[src/capability_status_pkg.sv]
package capability_status_pkg;

  // ---------------------------------------------------------------------------
  // Bus geometry
  // ---------------------------------------------------------------------------
  localparam int unsigned ADDR_W = 24;
  localparam int unsigned DATA_W = 32;

  // ---------------------------------------------------------------------------
  // Register byte offsets
  // ---------------------------------------------------------------------------
  localparam logic [ADDR_W-1:0] OFS_PART_IDENTITY      = 24'h00_0000;
  localparam logic [ADDR_W-1:0] OFS_PART_REVISION      = 24'h00_0004;
  localparam logic [ADDR_W-1:0] OFS_ASSEMBLY_IDENTITY  = 24'h00_0008;
  localparam logic [ADDR_W-1:0] OFS_ASSEMBLY_REV_PTR   = 24'h00_000c;
  localparam logic [ADDR_W-1:0] OFS_ELEMENT_FEATURES   = 24'h00_0010;
  localparam logic [ADDR_W-1:0] OFS_PORT_COUNT_INFO    = 24'h00_0014;
  localparam logic [ADDR_W-1:0] OFS_SOURCE_OPS         = 24'h00_0018;
  localparam logic [ADDR_W-1:0] OFS_DESTINATION_OPS    = 24'h00_001c;
  localparam logic [ADDR_W-1:0] OFS_LOGICAL_LAYER_CTRL = 24'h00_004c;
  localparam logic [ADDR_W-1:0] OFS_LOCAL_CFG_BASE_LOW = 24'h00_0058;
  localparam logic [ADDR_W-1:0] OFS_LOCAL_CFG_BASE_HI  = 24'h00_005c;

  // ---------------------------------------------------------------------------
  // Field positions
  // ---------------------------------------------------------------------------
  localparam int unsigned FEAT_BRIDGE_BIT    = 31;
  localparam int unsigned FEAT_MEMORY_BIT    = 30;
  localparam int unsigned FEAT_PROCESSOR_BIT = 29;
  localparam int unsigned FEAT_SWITCH_BIT    = 28;
  localparam int unsigned FEAT_SUPPRESS_BIT  = 6;
  localparam int unsigned FEAT_CRF_BIT       = 5;
  localparam int unsigned FEAT_LARGE_BIT     = 4;
  localparam int unsigned FEAT_EXT_LIST_BIT  = 3;
  localparam int unsigned OPS_READ_BIT       = 15;
  localparam int unsigned OPS_WRITE_BIT      = 14;
  localparam int unsigned OPS_SWRITE_BIT     = 13;
  localparam int unsigned OPS_NWRITE_R_BIT   = 12;
  localparam int unsigned OPS_MESSAGE_BIT    = 11;
  localparam int unsigned OPS_DOORBELL_BIT   = 10;
  localparam int unsigned OPS_PORT_WRITE_BIT = 2;
  localparam int unsigned LCSB_HI_MSB        = 30;

  // ---------------------------------------------------------------------------
  // Encodings and values after reset
  // ---------------------------------------------------------------------------
  localparam logic [2:0]  ADDR_CAP_66_50_34  = 3'h7;
  localparam logic [2:0]  ADDR_CAP_66_34     = 3'h5;
  localparam logic [2:0]  ADDR_CAP_50_34     = 3'h3;
  localparam logic [2:0]  ADDR_CAP_34        = 3'h1;
  localparam logic [2:0]  ADDR_MODE_66       = 3'h4;
  localparam logic [2:0]  ADDR_MODE_50       = 3'h2;
  localparam logic [2:0]  ADDR_MODE_34       = 3'h1;
  localparam logic [15:0] FEATURE_PTR_MIN    = 16'h0100;
  localparam logic [15:0] FEATURE_PTR_MAX    = 16'hfffc;
  localparam logic [30:0] LCSB_HI_RESET      = 31'h0000_0000;
  localparam logic [31:0] READ_DATA_RESET    = 32'h0000_0000;

  // ---------------------------------------------------------------------------
  // Bus carriers
  // ---------------------------------------------------------------------------
  typedef struct packed {
    logic              read;
    logic              write;
    logic [ADDR_W-1:0] address;
    logic [DATA_W-1:0] writedata;
  } maint_req_t;

  typedef struct packed {
    logic              waitrequest;
    logic              readdatavalid;
    logic [DATA_W-1:0] readdata;
  } maint_rsp_t;

endpackage

[src/capability_status_register_bank.sv]
`timescale 1ns/10ps
// How it works
// - Identity word: part id high, maker low.
// - Part revision word fixed at build.
// - Assembly id high, assembly maker low.
// - Assembly revision plus bounded feature pointer.
// - Bridge, memory from build; processor, switch zero.
// - Suppress, critical-flow, large-transport bits read zero.
// - Feature-list-present bit always reads one.
// - Address width capability, legal codes, default 001.
// - Port total in bits 15:8, nonzero.
// - Arrival port number in bits 7:0.
// - Source read zero; writes follow I/O slave.
// - Source doorbell follows receive doorbell build.
// - Source port-write follows maintenance slave; low zero.
// - All atomic bits zero in both words.
// - Destination I/O bits follow maintenance master.
// - Destination doorbell follows transmit doorbell build.
// - Left-out functions force operation bits zero.
// - Read-only address mode, legal codes, default 001.
// - First local base word reads zero.
// - Second base word: bit 31 zero, 30:0 writable.
// - Whole 32-bit words, addresses step by four.
// - Capability words steer no internal function.
module capability_status_register_bank #(
  parameter logic [15:0] PART_IDENT        = 16'h1234, // Arbitrary value.
  parameter logic [15:0] MAKER_IDENT       = 16'h5678, // Arbitrary value.
  parameter logic [31:0] PART_REVISION     = 32'h0000_0001,
  parameter logic [15:0] ASSEMBLY_IDENT    = 16'h9abc, // Arbitrary value.
  parameter logic [15:0] ASSEMBLY_MAKER    = 16'hdef0, // Arbitrary value.
  parameter logic [15:0] ASSEMBLY_REVISION = 16'h0001,
  parameter logic [15:0] FEATURE_POINTER   = 16'h0100,
  parameter logic        BRIDGE_PRESENT    = 1'b0,
  parameter logic        MEMORY_PRESENT    = 1'b1,
  parameter logic [2:0]  ADDR_WIDTH_CAP    = 3'h1,
  parameter logic [7:0]  PORT_TOTAL        = 8'h01,
  parameter logic        IO_SLAVE_BUILT    = 1'b1,
  parameter logic        MAINT_SLAVE_BUILT = 1'b1,
  parameter logic        MAINT_MASTER_BUILT= 1'b1,
  parameter logic        MESSAGE_BUILT     = 1'b0,
  parameter logic        MESSAGE_SOURCE    = 1'b0,
  parameter logic        MESSAGE_TARGET    = 1'b0,
  parameter logic        DOORBELL_RX_BUILT = 1'b0,
  parameter logic        DOORBELL_TX_BUILT = 1'b0,
  parameter logic [2:0]  ADDRESS_MODE      = 3'h1
) (
  input  wire logic                                   core_clk,       // System clock.
  input  wire logic                                   reset,          // Sync, active high.
  input  wire capability_status_pkg::maint_req_t      maint_req,      // Slave request.
  input  wire logic [7:0]                             arrival_port,   // Port of the access.
  output capability_status_pkg::maint_rsp_t           maint_rsp,      // Slave answer.
  output logic [30:0]                                 local_cfg_base  // Base address 34:4.
);

  // ---------------------------------------------------------------------------
  // Build-time checks
  // ---------------------------------------------------------------------------
  // A generated core could carry an illegal code; falling back to the minimum
  // keeps software from being told about widths the logic cannot handle.
  function automatic logic [2:0] legal_cap(input logic [2:0] code);
    case (code)
      capability_status_pkg::ADDR_CAP_66_50_34,
      capability_status_pkg::ADDR_CAP_66_34,
      capability_status_pkg::ADDR_CAP_50_34,
      capability_status_pkg::ADDR_CAP_34: legal_cap = code;
      default:                            legal_cap = capability_status_pkg::ADDR_CAP_34;
    endcase
  endfunction

  function automatic logic [2:0] legal_mode(input logic [2:0] code);
    case (code)
      capability_status_pkg::ADDR_MODE_66,
      capability_status_pkg::ADDR_MODE_50,
      capability_status_pkg::ADDR_MODE_34: legal_mode = code;
      default:                             legal_mode = capability_status_pkg::ADDR_MODE_34;
    endcase
  endfunction

  function automatic logic [15:0] legal_ptr(input logic [15:0] ptr);
    if (ptr < capability_status_pkg::FEATURE_PTR_MIN) begin
      legal_ptr = capability_status_pkg::FEATURE_PTR_MIN;
    end else if (ptr > capability_status_pkg::FEATURE_PTR_MAX) begin
      legal_ptr = capability_status_pkg::FEATURE_PTR_MAX;
    end else begin
      legal_ptr = {ptr[15:2], 2'h0};
    end
  endfunction

  // Builds one operations word; each function that is not built clears its bits.
  function automatic logic [31:0] ops_word(
    input logic rd,
    input logic wr,
    input logic msg,
    input logic bell,
    input logic pw
  );
    logic [31:0] w;
    w = 32'h0000_0000;
    w[capability_status_pkg::OPS_READ_BIT]       = rd;
    w[capability_status_pkg::OPS_WRITE_BIT]      = wr;
    w[capability_status_pkg::OPS_SWRITE_BIT]     = wr;
    w[capability_status_pkg::OPS_NWRITE_R_BIT]   = wr;
    w[capability_status_pkg::OPS_MESSAGE_BIT]    = msg;
    w[capability_status_pkg::OPS_DOORBELL_BIT]   = bell;
    w[capability_status_pkg::OPS_PORT_WRITE_BIT] = pw;
    ops_word = w;
  endfunction

  // ---------------------------------------------------------------------------
  // Fixed capability words
  // ---------------------------------------------------------------------------
  // These words only inform software; no logic in the core reads them.
  logic [31:0] part_identity_word;
  logic [31:0] part_revision_word;
  logic [31:0] assembly_identity_word;
  logic [31:0] assembly_revision_pointer;
  logic [31:0] element_feature_flags;
  logic [31:0] source_ops_support;
  logic [31:0] destination_ops_support;
  logic [31:0] logical_layer_control;
  logic [31:0] local_config_base_low;
  logic [15:0] part_ident_field;
  logic [15:0] maker_ident_field;
  logic [31:0] part_revision_field;
  logic [15:0] assembly_ident_field;
  logic [15:0] assembly_maker_field;
  logic [15:0] assembly_revision_field;
  logic [15:0] first_feature_block_pointer;
  logic [2:0]  address_width_capability;
  logic [2:0]  address_mode_select;
  logic [7:0]  port_total_field;

  assign part_ident_field            = PART_IDENT;
  assign maker_ident_field           = MAKER_IDENT;
  assign part_revision_field         = PART_REVISION;
  assign assembly_ident_field        = ASSEMBLY_IDENT;
  assign assembly_maker_field        = ASSEMBLY_MAKER;
  assign assembly_revision_field     = ASSEMBLY_REVISION;
  assign first_feature_block_pointer = legal_ptr(FEATURE_POINTER);
  assign address_width_capability    = legal_cap(ADDR_WIDTH_CAP);
  assign address_mode_select         = legal_mode(ADDRESS_MODE);
  // A zero port total is reserved, so one port is reported instead.
  assign port_total_field            = (PORT_TOTAL == 8'h00) ? 8'h01 : PORT_TOTAL;

  assign part_identity_word        = {part_ident_field, maker_ident_field};
  assign part_revision_word        = part_revision_field;
  assign assembly_identity_word    = {assembly_ident_field, assembly_maker_field};
  assign assembly_revision_pointer = {assembly_revision_field,
                                      first_feature_block_pointer};

  always_comb begin
    element_feature_flags = 32'h0000_0000;
    element_feature_flags[capability_status_pkg::FEAT_BRIDGE_BIT] = BRIDGE_PRESENT;
    element_feature_flags[capability_status_pkg::FEAT_MEMORY_BIT] = MEMORY_PRESENT;
    element_feature_flags[capability_status_pkg::FEAT_PROCESSOR_BIT] = 1'b0;
    element_feature_flags[capability_status_pkg::FEAT_SWITCH_BIT]    = 1'b0;
    element_feature_flags[capability_status_pkg::FEAT_SUPPRESS_BIT]  = 1'b0;
    element_feature_flags[capability_status_pkg::FEAT_CRF_BIT]       = 1'b0;
    element_feature_flags[capability_status_pkg::FEAT_LARGE_BIT]     = 1'b0;
    element_feature_flags[capability_status_pkg::FEAT_EXT_LIST_BIT]  = 1'b1;
    element_feature_flags[2:0] = address_width_capability;
  end

  // Source side: read is never offered; message bits need the message layer.
  assign source_ops_support = ops_word(
    1'b0,
    IO_SLAVE_BUILT,
    MESSAGE_BUILT & MESSAGE_SOURCE,
    DOORBELL_RX_BUILT,
    MAINT_SLAVE_BUILT
  );

  assign destination_ops_support = ops_word(
    MAINT_MASTER_BUILT,
    MAINT_MASTER_BUILT,
    MESSAGE_BUILT & MESSAGE_TARGET,
    DOORBELL_TX_BUILT,
    MAINT_MASTER_BUILT
  );

  assign logical_layer_control = {29'h0000_0000, address_mode_select};
  assign local_config_base_low = 32'h0000_0000;

  // ---------------------------------------------------------------------------
  // Address decode
  // ---------------------------------------------------------------------------
  // Only whole words exist, so the two low address bits take no part.
  function automatic logic hits(
    input logic [capability_status_pkg::ADDR_W-1:0] addr,
    input logic [capability_status_pkg::ADDR_W-1:0] ofs
  );
    hits = (addr[capability_status_pkg::ADDR_W-1:2] ==
            ofs[capability_status_pkg::ADDR_W-1:2]);
  endfunction

  logic hit_base_high;
  assign hit_base_high = hits(maint_req.address, capability_status_pkg::OFS_LOCAL_CFG_BASE_HI);

  // ---------------------------------------------------------------------------
  // Writable base address
  // ---------------------------------------------------------------------------
  logic [30:0] local_cfg_base_field_q;
  logic [30:0] local_cfg_base_field_d;

  // Any other write address, or the read-only bit 31, is dropped silently.
  always_comb begin
    local_cfg_base_field_d = local_cfg_base_field_q;
    if (maint_req.write && hit_base_high) begin
      local_cfg_base_field_d = maint_req.writedata[capability_status_pkg::LCSB_HI_MSB:0];
    end
  end

  always_ff @(posedge core_clk) begin
    if (reset) begin
      local_cfg_base_field_q <= capability_status_pkg::LCSB_HI_RESET;
    end else begin
      local_cfg_base_field_q <= local_cfg_base_field_d;
    end
  end

  // The registered output equals the register, so it needs no extra flop.
  assign local_cfg_base = local_cfg_base_field_q;

  // ---------------------------------------------------------------------------
  // Read path
  // ---------------------------------------------------------------------------
  logic [31:0] read_mux;
  logic [31:0] port_count_info;

  // Arrival port comes from the maintenance path in the same clock domain.
  assign port_count_info = {16'h0000, port_total_field, arrival_port};

  always_comb begin
    read_mux = 32'h0000_0000;
    if (hits(maint_req.address, capability_status_pkg::OFS_PART_IDENTITY)) begin
      read_mux = part_identity_word;
    end else if (hits(maint_req.address, capability_status_pkg::OFS_PART_REVISION)) begin
      read_mux = part_revision_word;
    end else if (hits(maint_req.address, capability_status_pkg::OFS_ASSEMBLY_IDENTITY)) begin
      read_mux = assembly_identity_word;
    end else if (hits(maint_req.address, capability_status_pkg::OFS_ASSEMBLY_REV_PTR)) begin
      read_mux = assembly_revision_pointer;
    end else if (hits(maint_req.address, capability_status_pkg::OFS_ELEMENT_FEATURES)) begin
      read_mux = element_feature_flags;
    end else if (hits(maint_req.address, capability_status_pkg::OFS_PORT_COUNT_INFO)) begin
      read_mux = port_count_info;
    end else if (hits(maint_req.address, capability_status_pkg::OFS_SOURCE_OPS)) begin
      read_mux = source_ops_support;
    end else if (hits(maint_req.address, capability_status_pkg::OFS_DESTINATION_OPS)) begin
      read_mux = destination_ops_support;
    end else if (hits(maint_req.address, capability_status_pkg::OFS_LOGICAL_LAYER_CTRL)) begin
      read_mux = logical_layer_control;
    end else if (hits(maint_req.address, capability_status_pkg::OFS_LOCAL_CFG_BASE_LOW)) begin
      read_mux = local_config_base_low;
    end else if (hit_base_high) begin
      read_mux = {1'b0, local_cfg_base_field_q};
    end
  end

  // ---------------------------------------------------------------------------
  // Answer flops
  // ---------------------------------------------------------------------------
  // Every read is answered one cycle later, so the bank never stalls the
  // master; waitrequest is held only while reset is applied.
  logic        waitrequest_q;
  logic        readdatavalid_q;
  logic [31:0] readdata_q;

  always_ff @(posedge core_clk) begin
    if (reset) begin
      waitrequest_q <= 1'b1;
    end else begin
      waitrequest_q <= 1'b0;
    end
  end

  always_ff @(posedge core_clk) begin
    if (reset) begin
      readdatavalid_q <= 1'b0;
    end else begin
      readdatavalid_q <= maint_req.read & ~waitrequest_q;
    end
  end

  // Unmapped addresses read as zero rather than faulting, which keeps a
  // remote probe of the map from stalling the maintenance path.
  always_ff @(posedge core_clk) begin
    if (reset) begin
      readdata_q <= capability_status_pkg::READ_DATA_RESET;
    end else if (maint_req.read && !waitrequest_q) begin
      readdata_q <= read_mux;
    end else begin
      readdata_q <= capability_status_pkg::READ_DATA_RESET;
    end
  end

  assign maint_rsp.waitrequest   = waitrequest_q;
  assign maint_rsp.readdatavalid = readdatavalid_q;
  assign maint_rsp.readdata      = readdata_q;

endmodule

[config.mk]
export PLATFORM = sky130hd
export DESIGN_NAME = capability_status_register_bank
export DESIGN_NICKNAME = d
export VERILOG_FILES = /design/src/capability_status_pkg.sv /design/src/capability_status_register_bank.sv
export SDC_FILE = /design/constraint.sdc
export NUM_CORES = 1
export LEC_CHECK = 0
export BUFFER_PORTS_ARGS = -buffer_cell sky130_fd_sc_hd__buf_4
export CORE_MARGIN = 2
export CORE_UTILIZATION = 50
export CTS_CLUSTER_DIAMETER = 80
export DETAILED_ROUTE_END_ITERATION = 12
export HOLD_SLACK_MARGIN = 0.05
export PLACE_DENSITY = 0.85
export SLEW_MARGIN = 20
export SYNTH_ARGS = -nofsm -noshare
export SYNTH_HDL_FRONTEND = slang
export SYNTH_SLANG_ARGS = --single-unit
[constraint.sdc]
create_clock -name core_clk -period 3.5 [get_ports core_clk]
set_input_delay 0.175 -clock core_clk [delete_from_list [all_inputs] [get_ports core_clk]]
set_output_delay 0.175 -clock core_clk [all_outputs]
set_load 0.02 [all_outputs]
Word-level counts from Yosys, hierarchy flattened:

Cells that the tools add are included.

* bits in registers: 65
* input bits: 68
* output and inout bits: 65
* word-level logic and storage cells: 49

* eq/ne operators: 10
* multiplexer cells: 12
* bitwise gates (word level): 4
* reduce and logical (&&, ||, !) cells: 12

Operator list (count)
* $mux 31: 8
* $eq 22x3->1 const B: 4
* $eq 22x5->1 const B: 3
* $mux 29: 2
* $eq 22x2->1 const B: 2
* $mux 32: 1
* $eq 22x1->1 const B: 1
* $logic_not 22->1: 1
* $reduce_or 13->1: 1
* $reduce_or 8->1: 1
* $reduce_or 7->1: 1
* $reduce_or 6->1: 1
* $reduce_or 5->1: 1
* $reduce_or 4->1: 1
* $not 1->1: 3
* $reduce_or 3->1: 1
* $logic_and 1x1->1: 2
* $reduce_or 2->1: 1
* $and 1x1->1: 1
* $logic_not 1->1: 1
* $mux 1: 1

Longest topological paths before layout:

Gate-level depths: netlist (run 1).

* word-level depth: 12
* mapped depth: 7
* gate-level depth less buffers: 5

Worst setup path after synthesis (run 1):

OpenSTA, ideal clock, no wires.

* path kind: input port to flip-flop
* start point: input maint_req[35] in the netlist's numbering
* end point: register readdata_q[7]
* setup time: 0.140 ns
* data arrival time: 1.285 ns
* required time: 3.360 ns
* slack: 2.075 ns
* stages: 7
* buffers on the path: 3
* cells stage by stage: clkbuf_2 -> and3_4 -> and2_1 -> buf_2 -> buf_6 -> a221oi_1 -> nor4_2

* longest elaborated chain between the ends: 10
* elaborated cells on any way between the ends: 21
* those cells by class: 10 x eq/ne; 9 x mux; 2 x reduce/logical

RTL lines
* from (decl): RTL line capability_status_register_bank.sv:49 `input wire capability_status_pkg::maint_req_t maint_req,`
* $eq 22x5->1: RTL line capability_status_register_bank.sv:192 `hits = (addr[capability_status_pkg::ADDR_W-1:2] ==`
* $mux 31: RTL line capability_status_register_bank.sv:255 `end else if (hit_base_high) begin`
* $mux 31: RTL line capability_status_register_bank.sv:253 `end else if (hits(maint_req.address, capability_status_pkg::OFS_LOCAL_CFG_BASE_LOW)) begin`
* $mux 31: RTL line capability_status_register_bank.sv:251 `end else if (hits(maint_req.address, capability_status_pkg::OFS_LOGICAL_LAYER_CTRL)) begin`
* $mux 31: RTL line capability_status_register_bank.sv:249 `end else if (hits(maint_req.address, capability_status_pkg::OFS_DESTINATION_OPS)) begin`
* $mux 31: RTL line capability_status_register_bank.sv:247 `end else if (hits(maint_req.address, capability_status_pkg::OFS_SOURCE_OPS)) begin`
* $mux 31: RTL line capability_status_register_bank.sv:245 `end else if (hits(maint_req.address, capability_status_pkg::OFS_PORT_COUNT_INFO)) begin`
* $mux 31: RTL line capability_status_register_bank.sv:243 `end else if (hits(maint_req.address, capability_status_pkg::OFS_ELEMENT_FEATURES)) begin`
* $mux 31: RTL line capability_status_register_bank.sv:241 `end else if (hits(maint_req.address, capability_status_pkg::OFS_ASSEMBLY_REV_PTR)) begin`
* $mux 32: RTL line capability_status_register_bank.sv:239 `end else if (hits(maint_req.address, capability_status_pkg::OFS_ASSEMBLY_IDENTITY)) begin`
* to (signal assigned): RTL line capability_status_register_bank.sv:289 `readdata_q <= capability_status_pkg::READ_DATA_RESET;`
* to (signal assigned): RTL line capability_status_register_bank.sv:291 `readdata_q <= read_mux;`
* to (signal assigned): RTL line capability_status_register_bank.sv:293 `readdata_q <= capability_status_pkg::READ_DATA_RESET;`
* to (decl): RTL line capability_status_register_bank.sv:267 `logic [31:0] readdata_q;`

Several ways; a longest one is shown, not always the timed one.
A chain may end at the register's enable or synchronous reset.

Worst setup path in the final report (run 1):

* start point: register waitrequest_q
* end point: register readdata_q[13]

* longest elaborated chain between the ends: 4

RTL lines
* from (decl): RTL line capability_status_register_bank.sv:265 `logic waitrequest_q;`
* from (signal assigned): RTL line capability_status_register_bank.sv:271 `waitrequest_q <= 1'b1;`
* from (signal assigned): RTL line capability_status_register_bank.sv:273 `waitrequest_q <= 1'b0;`
* $logic_not 1->1: RTL line capability_status_register_bank.sv:290 `end else if (maint_req.read && !waitrequest_q) begin`
* $logic_and 1x1->1: RTL line capability_status_register_bank.sv:290
* $not 1->1 (no source line)
* $reduce_or 8->1 (no source line)

Every way passes these cells.

==> metrics.txt, run 1 <==
largest net degree at the start of global routing=35; via count=2,810; kind of end point of the critical path=flip-flop; xor/xnor cell area share of the yosys netlist=0.629%; DR pass1 iterations=5; Clock Latency Late Sink=0.35 ns; P_sw=348 uW; Hold WC Path Type=in2reg; Worst Tran Pin Value=0.947 ns; final worst-path cycle share=52.7%; Initial Utilization=51.2%; Logic pwr share=7.2%; Clk pwr share=45.6%; Avg WL per Cell=16.7 um; post-route setup slack=1.66 ns; Die Span X=78.6 um; initial antenna violation count=0; fmax=0.543 GHz; Final Hold Slack=0.0734 ns; Crit path required time=3.73 ns; max cap viols=0; clock-pin slew on the worst setup and hold paths=0.07 ns; normalized max-slew margin=36.4%; fraction of layout cells with a size suffix above 1=38.0%; Area contributors post-synth=dfxtp_1 47%, nand4_1 7.6%, o21ai_0 6.7%; Hold EP=readdata_q[1]; number of global-route vias before repair=2,548; worst reg-to-reg path cell count=5; root buf cell=clkbuf_8; grt ovf=0; Yosys reg bits=65; largest family of logic cells by synthesized area=simple AND/OR/NAND/NOR gates; die area=6180 um^2; Peak supply drop=0.000241 V; count of final hold-check violations=0; Synth top area share=46.8%; cell taking the most area after synthesis=dfxtp_1; syn nets=366; cell with the most instances after synthesis=dfxtp_1; fin nets=476; I/O Buffers=129; internal reg-to-reg setup slack=1.66 ns; TritonCTS clock tree=yes; crit path max fanout=14; Antenna Cells=0; compound-gate portion of the synthesized area=20.1%; unrepaired setup endpoints after global routing=no; hold buffers post-CTS=0; Post-synth EDFFs=0; CP arrival=2.07 ns; Cell Int Power=1.22 mW; ys flop type=dfxtp_1; Max clock buf depth=2; DRC Markers=0; setup TNS=0 ns; cells after synthesis=298; area delta synth->final=36.7%; Worst Hold Path Cells=3; Synth Warn #=0; mux cell area share after synthesis=0%; post-synthesis cell type count=42; Setup Buffers After CTS=0; chip height=78.6 um; top-level I/O count=133; first-pass GRT wire length=12.9 mm; Net Sw Frac=22.2%; FF-to-FF Start=waitrequest_q; post-layout min period=1.84 ns; CP Launch Type=flip-flop; Leak=1.55 nW; kind of critical path=reg2reg; fill count=414; Final setup viols=0; Post-Syn Area per Cell=9.34 um^2; CTS HTree Levels=3; Overall Global Routing Usage=26.6%; max-slew violations=0; Reg power frac=47.2%; worst slack, placed=1.47 ns; num rows=27; number of routed nets with antenna violations=0; Routed Wire Length=8.10 mm; Fin Clk Skew=0.0125 ns; Seq/Total Area, Yosys=46.8%; HPWL Detailed=5.51 mm; adder-cell share of the synthesized area=0%; simple-gate share of the synthesized area=21.9%; Synth Cell Area=2780 um^2; GPL Wtd Cong=0.827; CTS sink count=65; post-cts resize count=0; Initial DRC Count=257; CP cell instances=nor2_1, nand2_1, clkinv_1, nand3_1, a211oi_1; Worst Hold Launch=arrival_port[1]; Core Region=5440 um^2; Num CTS Buffers=9; asr flop ratio synth=0%; outcome=finished, final reports clean; CP max-delay cell=clkinv_1; most frequent cells after synthesis=65 x dfxtp_1, 37 x o21ai_0, 36 x a21oi_1; Vias/cell=5.79; r2r endpoint=readdata_q[13]; CP max stage delay=0.49 ns; PwrDens=412 nW/um^2
-- final cells by class --
class	instances	area, um^2	share of cell area (%)
clock inverter	4	76.3	2.01
clock buffer	12	145	3.81
timing repair buffer	133	998	26.2
sequential	65	1300	34.2
inverter	2	7.51	0.197
tap	72	90.1	2.37
multi-input combinational	197	1190	31.2
-- how the worst max path moves through the flow --
stage,start,cells past startpoint,endpoint,slack (ns)
global placement,maint_req[44],6,readdata_q[3],1.51
global route,waitrequest_q,5,readdata_q[13],1.48
finish,waitrequest_q,5,readdata_q[13],1.66
floorplan,maint_req[35],7,readdata_q[7],2.07
CTS,waitrequest_q,5,readdata_q[13],1.70
detailed placement,maint_req[44],6,readdata_q[3],1.47
-- layer usage --
| layer | up-vias | part of all wire, % | GRT usage (%) | routed length [um] |
|---|---|---|---|---|
| met5 | - | 0 | 0 | 0 |
| met4 | 0 | 2.5 | 13.2 | 204 |
| met3 | 20 | 7.6 | 5.86 | 615 |
| met2 | 155 | 50 | 42.3 | 4040 |
| met1 | 1306 | 40 | 34.1 | 3240 |
| li1 | 1329 | - | - | - |
-- worst max-delay path: cells and delay by family (launching register included) --
family          cells  cell delay, ns
compound gates      1            0.07
buf+inv             1            0.49
flops               1            0.34
simple gates        3            0.82
-- per-stage QoR --
stage / total power, mW / cells / instance area (um^2) / utilization [%]
3_3_place_gp: 0.867 / 469 / 3580 / 65.9
2_1_floorplan: 0.808 / 298 / 2780 / -
6_report: 1.57 / 485 / 3800 / 70.0
5_1_grt: 1.61 / 485 / 3800 / 70.0
3_5_place_dp: 0.869 / 469 / 3580 / 65.9
4_1_cts: 1.57 / 485 / 3800 / 70.0
-- cells by family (layout without fill, tap and decap cells) --
family / after synthesis / after routing
AOI/OAI and AO/OA: 94 / 94
xor gates and xnor gates: 2 / 2
buffers and inverters: 36 / 151
DFF: 65 / 65
and+or+nand+nor: 101 / 101
-- placed cells by master (no fill, tap or decap), types with 2 or more instances in the layout --
| cell | n |
|---|---|
| a2111oi_1 | 4 |
| a2111oi_2 | 2 |
| dfxtp_1 | 65 |
| nand2b_1 | 3 |
| a221oi_1 | 4 |
| clkbuf_1 | 2 |
| nand4_1 | 34 |
| bufinv_16 | 2 |
| a21oi_1 | 36 |
| nor3_1 | 9 |
| clkbuf_8 | 10 |
| buf_4 | 133 |
| a211oi_1 | 6 |
| and2_1 | 2 |
| nor4_2 | 3 |
| nand3_1 | 5 |
| nor2_1 | 5 |
| nand2_1 | 19 |
| and3_1 | 11 |
| o21ai_0 | 37 |
-- power groups by stage --
stage | Sequential, mW | Combinational, mW | Clock [mW]
finish | 0.741 | 0.113 | 0.714
global placement | 0.758 | 0.109 | 0
global route | 0.740 | 0.121 | 0.752
detailed placement | 0.758 | 0.111 | 0
CTS | 0.741 | 0.111 | 0.714
floorplan | 0.758 | 0.0500 | 0
-- sequential cells by signal, summed over array words and instances, names as in the netlist --
signal           flops
local_cfg_base      31
readdata_q          32
readdatavalid_q      1
waitrequest_q        1
(Power assumes the default switching activity.)
==> run 2: changes to the inputs <==
--- a/config.mk
+++ b/config.mk
@@ -7,11 +7,11 @@
 export LEC_CHECK = 0
 export BUFFER_PORTS_ARGS = -buffer_cell sky130_fd_sc_hd__buf_4
 export CORE_MARGIN = 2
-export CORE_UTILIZATION = 50
+export CORE_UTILIZATION = 46
 export CTS_CLUSTER_DIAMETER = 80
 export DETAILED_ROUTE_END_ITERATION = 12
 export HOLD_SLACK_MARGIN = 0.05
-export PLACE_DENSITY = 0.85
+export PLACE_DENSITY = 0.8
 export SLEW_MARGIN = 20
 export SYNTH_ARGS = -nofsm -noshare
 export SYNTH_HDL_FRONTEND = slang
==> constraint.sdc (replaced) <==
create_clock -name core_clk -period 1.7 [get_ports core_clk]
set_input_delay 0.085 -clock core_clk [delete_from_list [all_inputs] [get_ports core_clk]]
set_output_delay 0.085 -clock core_clk [all_outputs]
set_load 0.02 [all_outputs]
==> metrics.txt, run 2 (synthesis gave the netlist of run 1 again) <==
Clk pwr share=41.7% (was 45.6%); root buf cell=clkbuf_8 (unchanged); CP cell instances=nor2_1, nand2_1, clkinv_1, nand3_1, a21oi_1 (was nor2_1, nand2_1, clkinv_1, nand3_1, a211oi_1); max cap viols=0 (unchanged); Routed Wire Length=8.92 mm (was 8.10 mm); Core Region=5890 um^2 (was 5440 um^2); post-layout min period=1.35 ns (was 1.84 ns); Hold WC Path Type=in2reg (unchanged); Logic pwr share=9.9% (was 7.2%); Vias/cell=5.75 (was 5.79); count of final hold-check violations=0 (unchanged); most common cell after layout, fill and taps aside=buf_4 (unchanged); CP arrival=1.57 ns (was 2.07 ns); CP max-delay cell=dfxtp_1 (was clkinv_1); worst reg-to-reg path cell count=5 (unchanged); GPL Wtd Cong=0.870 (was 0.827); Crit path required time=1.92 ns (was 3.73 ns); kind of end point of the critical path=flip-flop (unchanged); fin nets=520 (was 476); most flop-heavy register=readdata_q (unchanged); Overall Global Routing Usage=27.2% (was 26.6%); I/O Buffers=129 (unchanged); r2r endpoint=readdata_q[12] (was readdata_q[13]); TritonCTS clock tree=yes (unchanged); PwrDens=749 nW/um^2 (was 412 nW/um^2); fmax=0.739 GHz (was 0.543 GHz); DRC Markers=0 (unchanged); post-cts resize count=0 (unchanged); Hold EP=readdata_q[13] (was readdata_q[1]); top-level I/O count=133 (unchanged); Worst Hold Path Cells=3 (unchanged); crit path max fanout=10 (was 14); Num CTS Buffers=9 (unchanged); Cell Int Power=2.45 mW (was 1.22 mW); Leak=1.74 nW (was 1.55 nW); CP delay by family, top=simple AND/OR/NAND/NOR gates (unchanged); largest net degree at the start of global routing=35 (unchanged); die area=6690 um^2 (was 6180 um^2); Buf+Inv Stages, Crit Path=1 (unchanged); HPWL Detailed=5.84 mm (was 5.51 mm); Initial DRC Count=197 (was 257); area delta synth->final=51.2% (was 36.7%); kind of critical path=reg2reg (unchanged); max-slew violations=0 (unchanged); Worst Hold Launch=maint_req[34] (was arrival_port[1]); number of global-route vias before repair=2,920 (was 2,548); Initial Utilization=47.3% (was 51.2%); Final setup viols=0 (unchanged); CP Launch Type=flip-flop (unchanged); max FFs per register=32 (unchanged); CP max stage delay=0.34 ns (was 0.49 ns); num rows=28 (was 27); worst slack, placed=0.0680 ns (was 1.47 ns); Clock Latency Late Sink=0.34 ns (was 0.35 ns); P_sw=706 uW (was 348 uW); Net Sw Frac=22.4% (was 22.2%); setup TNS=0 ns (unchanged); fraction of layout cells with a size suffix above 1=36.8% (was 38.0%); final worst-path cycle share=79.6% (was 52.7%); unrepaired setup endpoints after global routing=no (unchanged); commonest non-fill, non-tap cells in the layout=143 x buf_4, 65 x dfxtp_1, 37 x o21ai_0 (was 133 x buf_4, 65 x dfxtp_1, 37 x o21ai_0); fill count=447 (was 414); post-route setup slack=0.347 ns (was 1.66 ns); Max clock buf depth=2 (unchanged); clock-pin slew on the worst setup and hold paths=0.06 ns (was 0.07 ns); normalized max-slew margin=65.7% (was 36.4%); Worst Tran Pin Value=0.511 ns (was 0.947 ns); number of routed nets with antenna violations=0 (unchanged); FF-to-FF Start=waitrequest_q (unchanged); Avg WL per Cell=16.8 um (was 16.7 um); Reg power frac=48.4% (was 47.2%); chip height=81.8 um (was 78.6 um); outcome=finished, final reports clean (unchanged); DR pass1 iterations=4 (was 5); Peak supply drop=0.000444 V (was 0.000241 V); internal reg-to-reg setup slack=0.35 ns (was 1.66 ns); CTS sink count=65 (unchanged); initial antenna violation count=0 (unchanged); Antenna Cells=0 (unchanged); Die Span X=81.8 um (was 78.6 um); first-pass GRT wire length=13.9 mm (was 12.9 mm); via count=3,055 (was 2,810); grt ovf=0 (unchanged); Fin Clk Skew=0.00582 ns (was 0.0125 ns); CTS HTree Levels=3 (unchanged)
## run 2: cell count changes in the layout (fill, tap and decap cells not counted), sizes merged
| cell | before | now |
|---|---|---|
| dlygate4sd3 | 0 | 33 |
| buf | 133 | 144 |
| bufinv | 2 | 1 |
| clkinv | 2 | 3 |
| clkinvlp | 1 | 0 |
## run 2: worst max-delay path by stage
stage,startpoint,to,slack (ns),depth (start not counted)
CTS,waitrequest_q,readdata_q[13],0.35,5
finish,waitrequest_q,readdata_q[12],0.35,5
detailed placement,maint_req[44],readdata_q[27],0.07,5
floorplan,maint_req[35],readdata_q[7],0.36,7
global route,waitrequest_q,readdata_q[12],0.22,5
global placement,maint_req[44],readdata_q[16],0.14,6
## run 2: power groups by stage
stage | Sequential (mW) | Clock [mW] | Combinational [mW]
after floorplan | 1.56 | 0 | 0.103
after detailed placement | 1.56 | 0 | 0.242
after global placement | 1.56 | 0 | 0.237
after CTS | 1.53 | 1.31 | 0.304
final | 1.53 | 1.32 | 0.311
after global routing | 1.52 | 1.38 | 0.331
## run 2: layout make-up
cell class,instances,area (um^2),area share [%]
inverters,2,7.51,0.178
repair buffers,177,1420,33.8
clock inverters,3,40.0,0.952
multi-input cells,197,1190,28.2
well taps,75,93.8,2.23
clock buffers,12,155,3.69
flip-flops and latches,65,1300,30.9
## run 2: repair_timing
item	4_1_cts	5_1_grt
setup buffers	0	0
hold endpoints to repair	33	0
hold buffers	33	0
## run 2: per-stage QoR
step	util, %	power, mW	area, um^2	cells	hold slack, ns
3_5_place_dp	62.6	1.80	3680	483	0.357
4_1_cts	71.5	3.14	4210	531	0.0534
3_3_place_gp	62.6	1.80	3680	483	0.342
2_1_floorplan	-	1.66	2780	298	0.113
5_1_grt	71.5	3.23	4210	531	0.0680
6_report	71.5	3.15	4210	531	0.0532
## run 2: layer usage
layer	wire length [um]	global-route usage [%]	share of wire, %
met2	4390	44.0	49
met4	236	13.7	2.6
met1	3500	34.8	39
met5	0	0	0
met3	781	5.16	8.8
## run 2: worst register-to-register path: stages (launching register included)
cell      delay [ns]
dfxtp_1         0.34
nor2_1          0.05
nand2_1         0.14
clkinv_1        0.32
nand3_1         0.32
a21oi_1         0.08
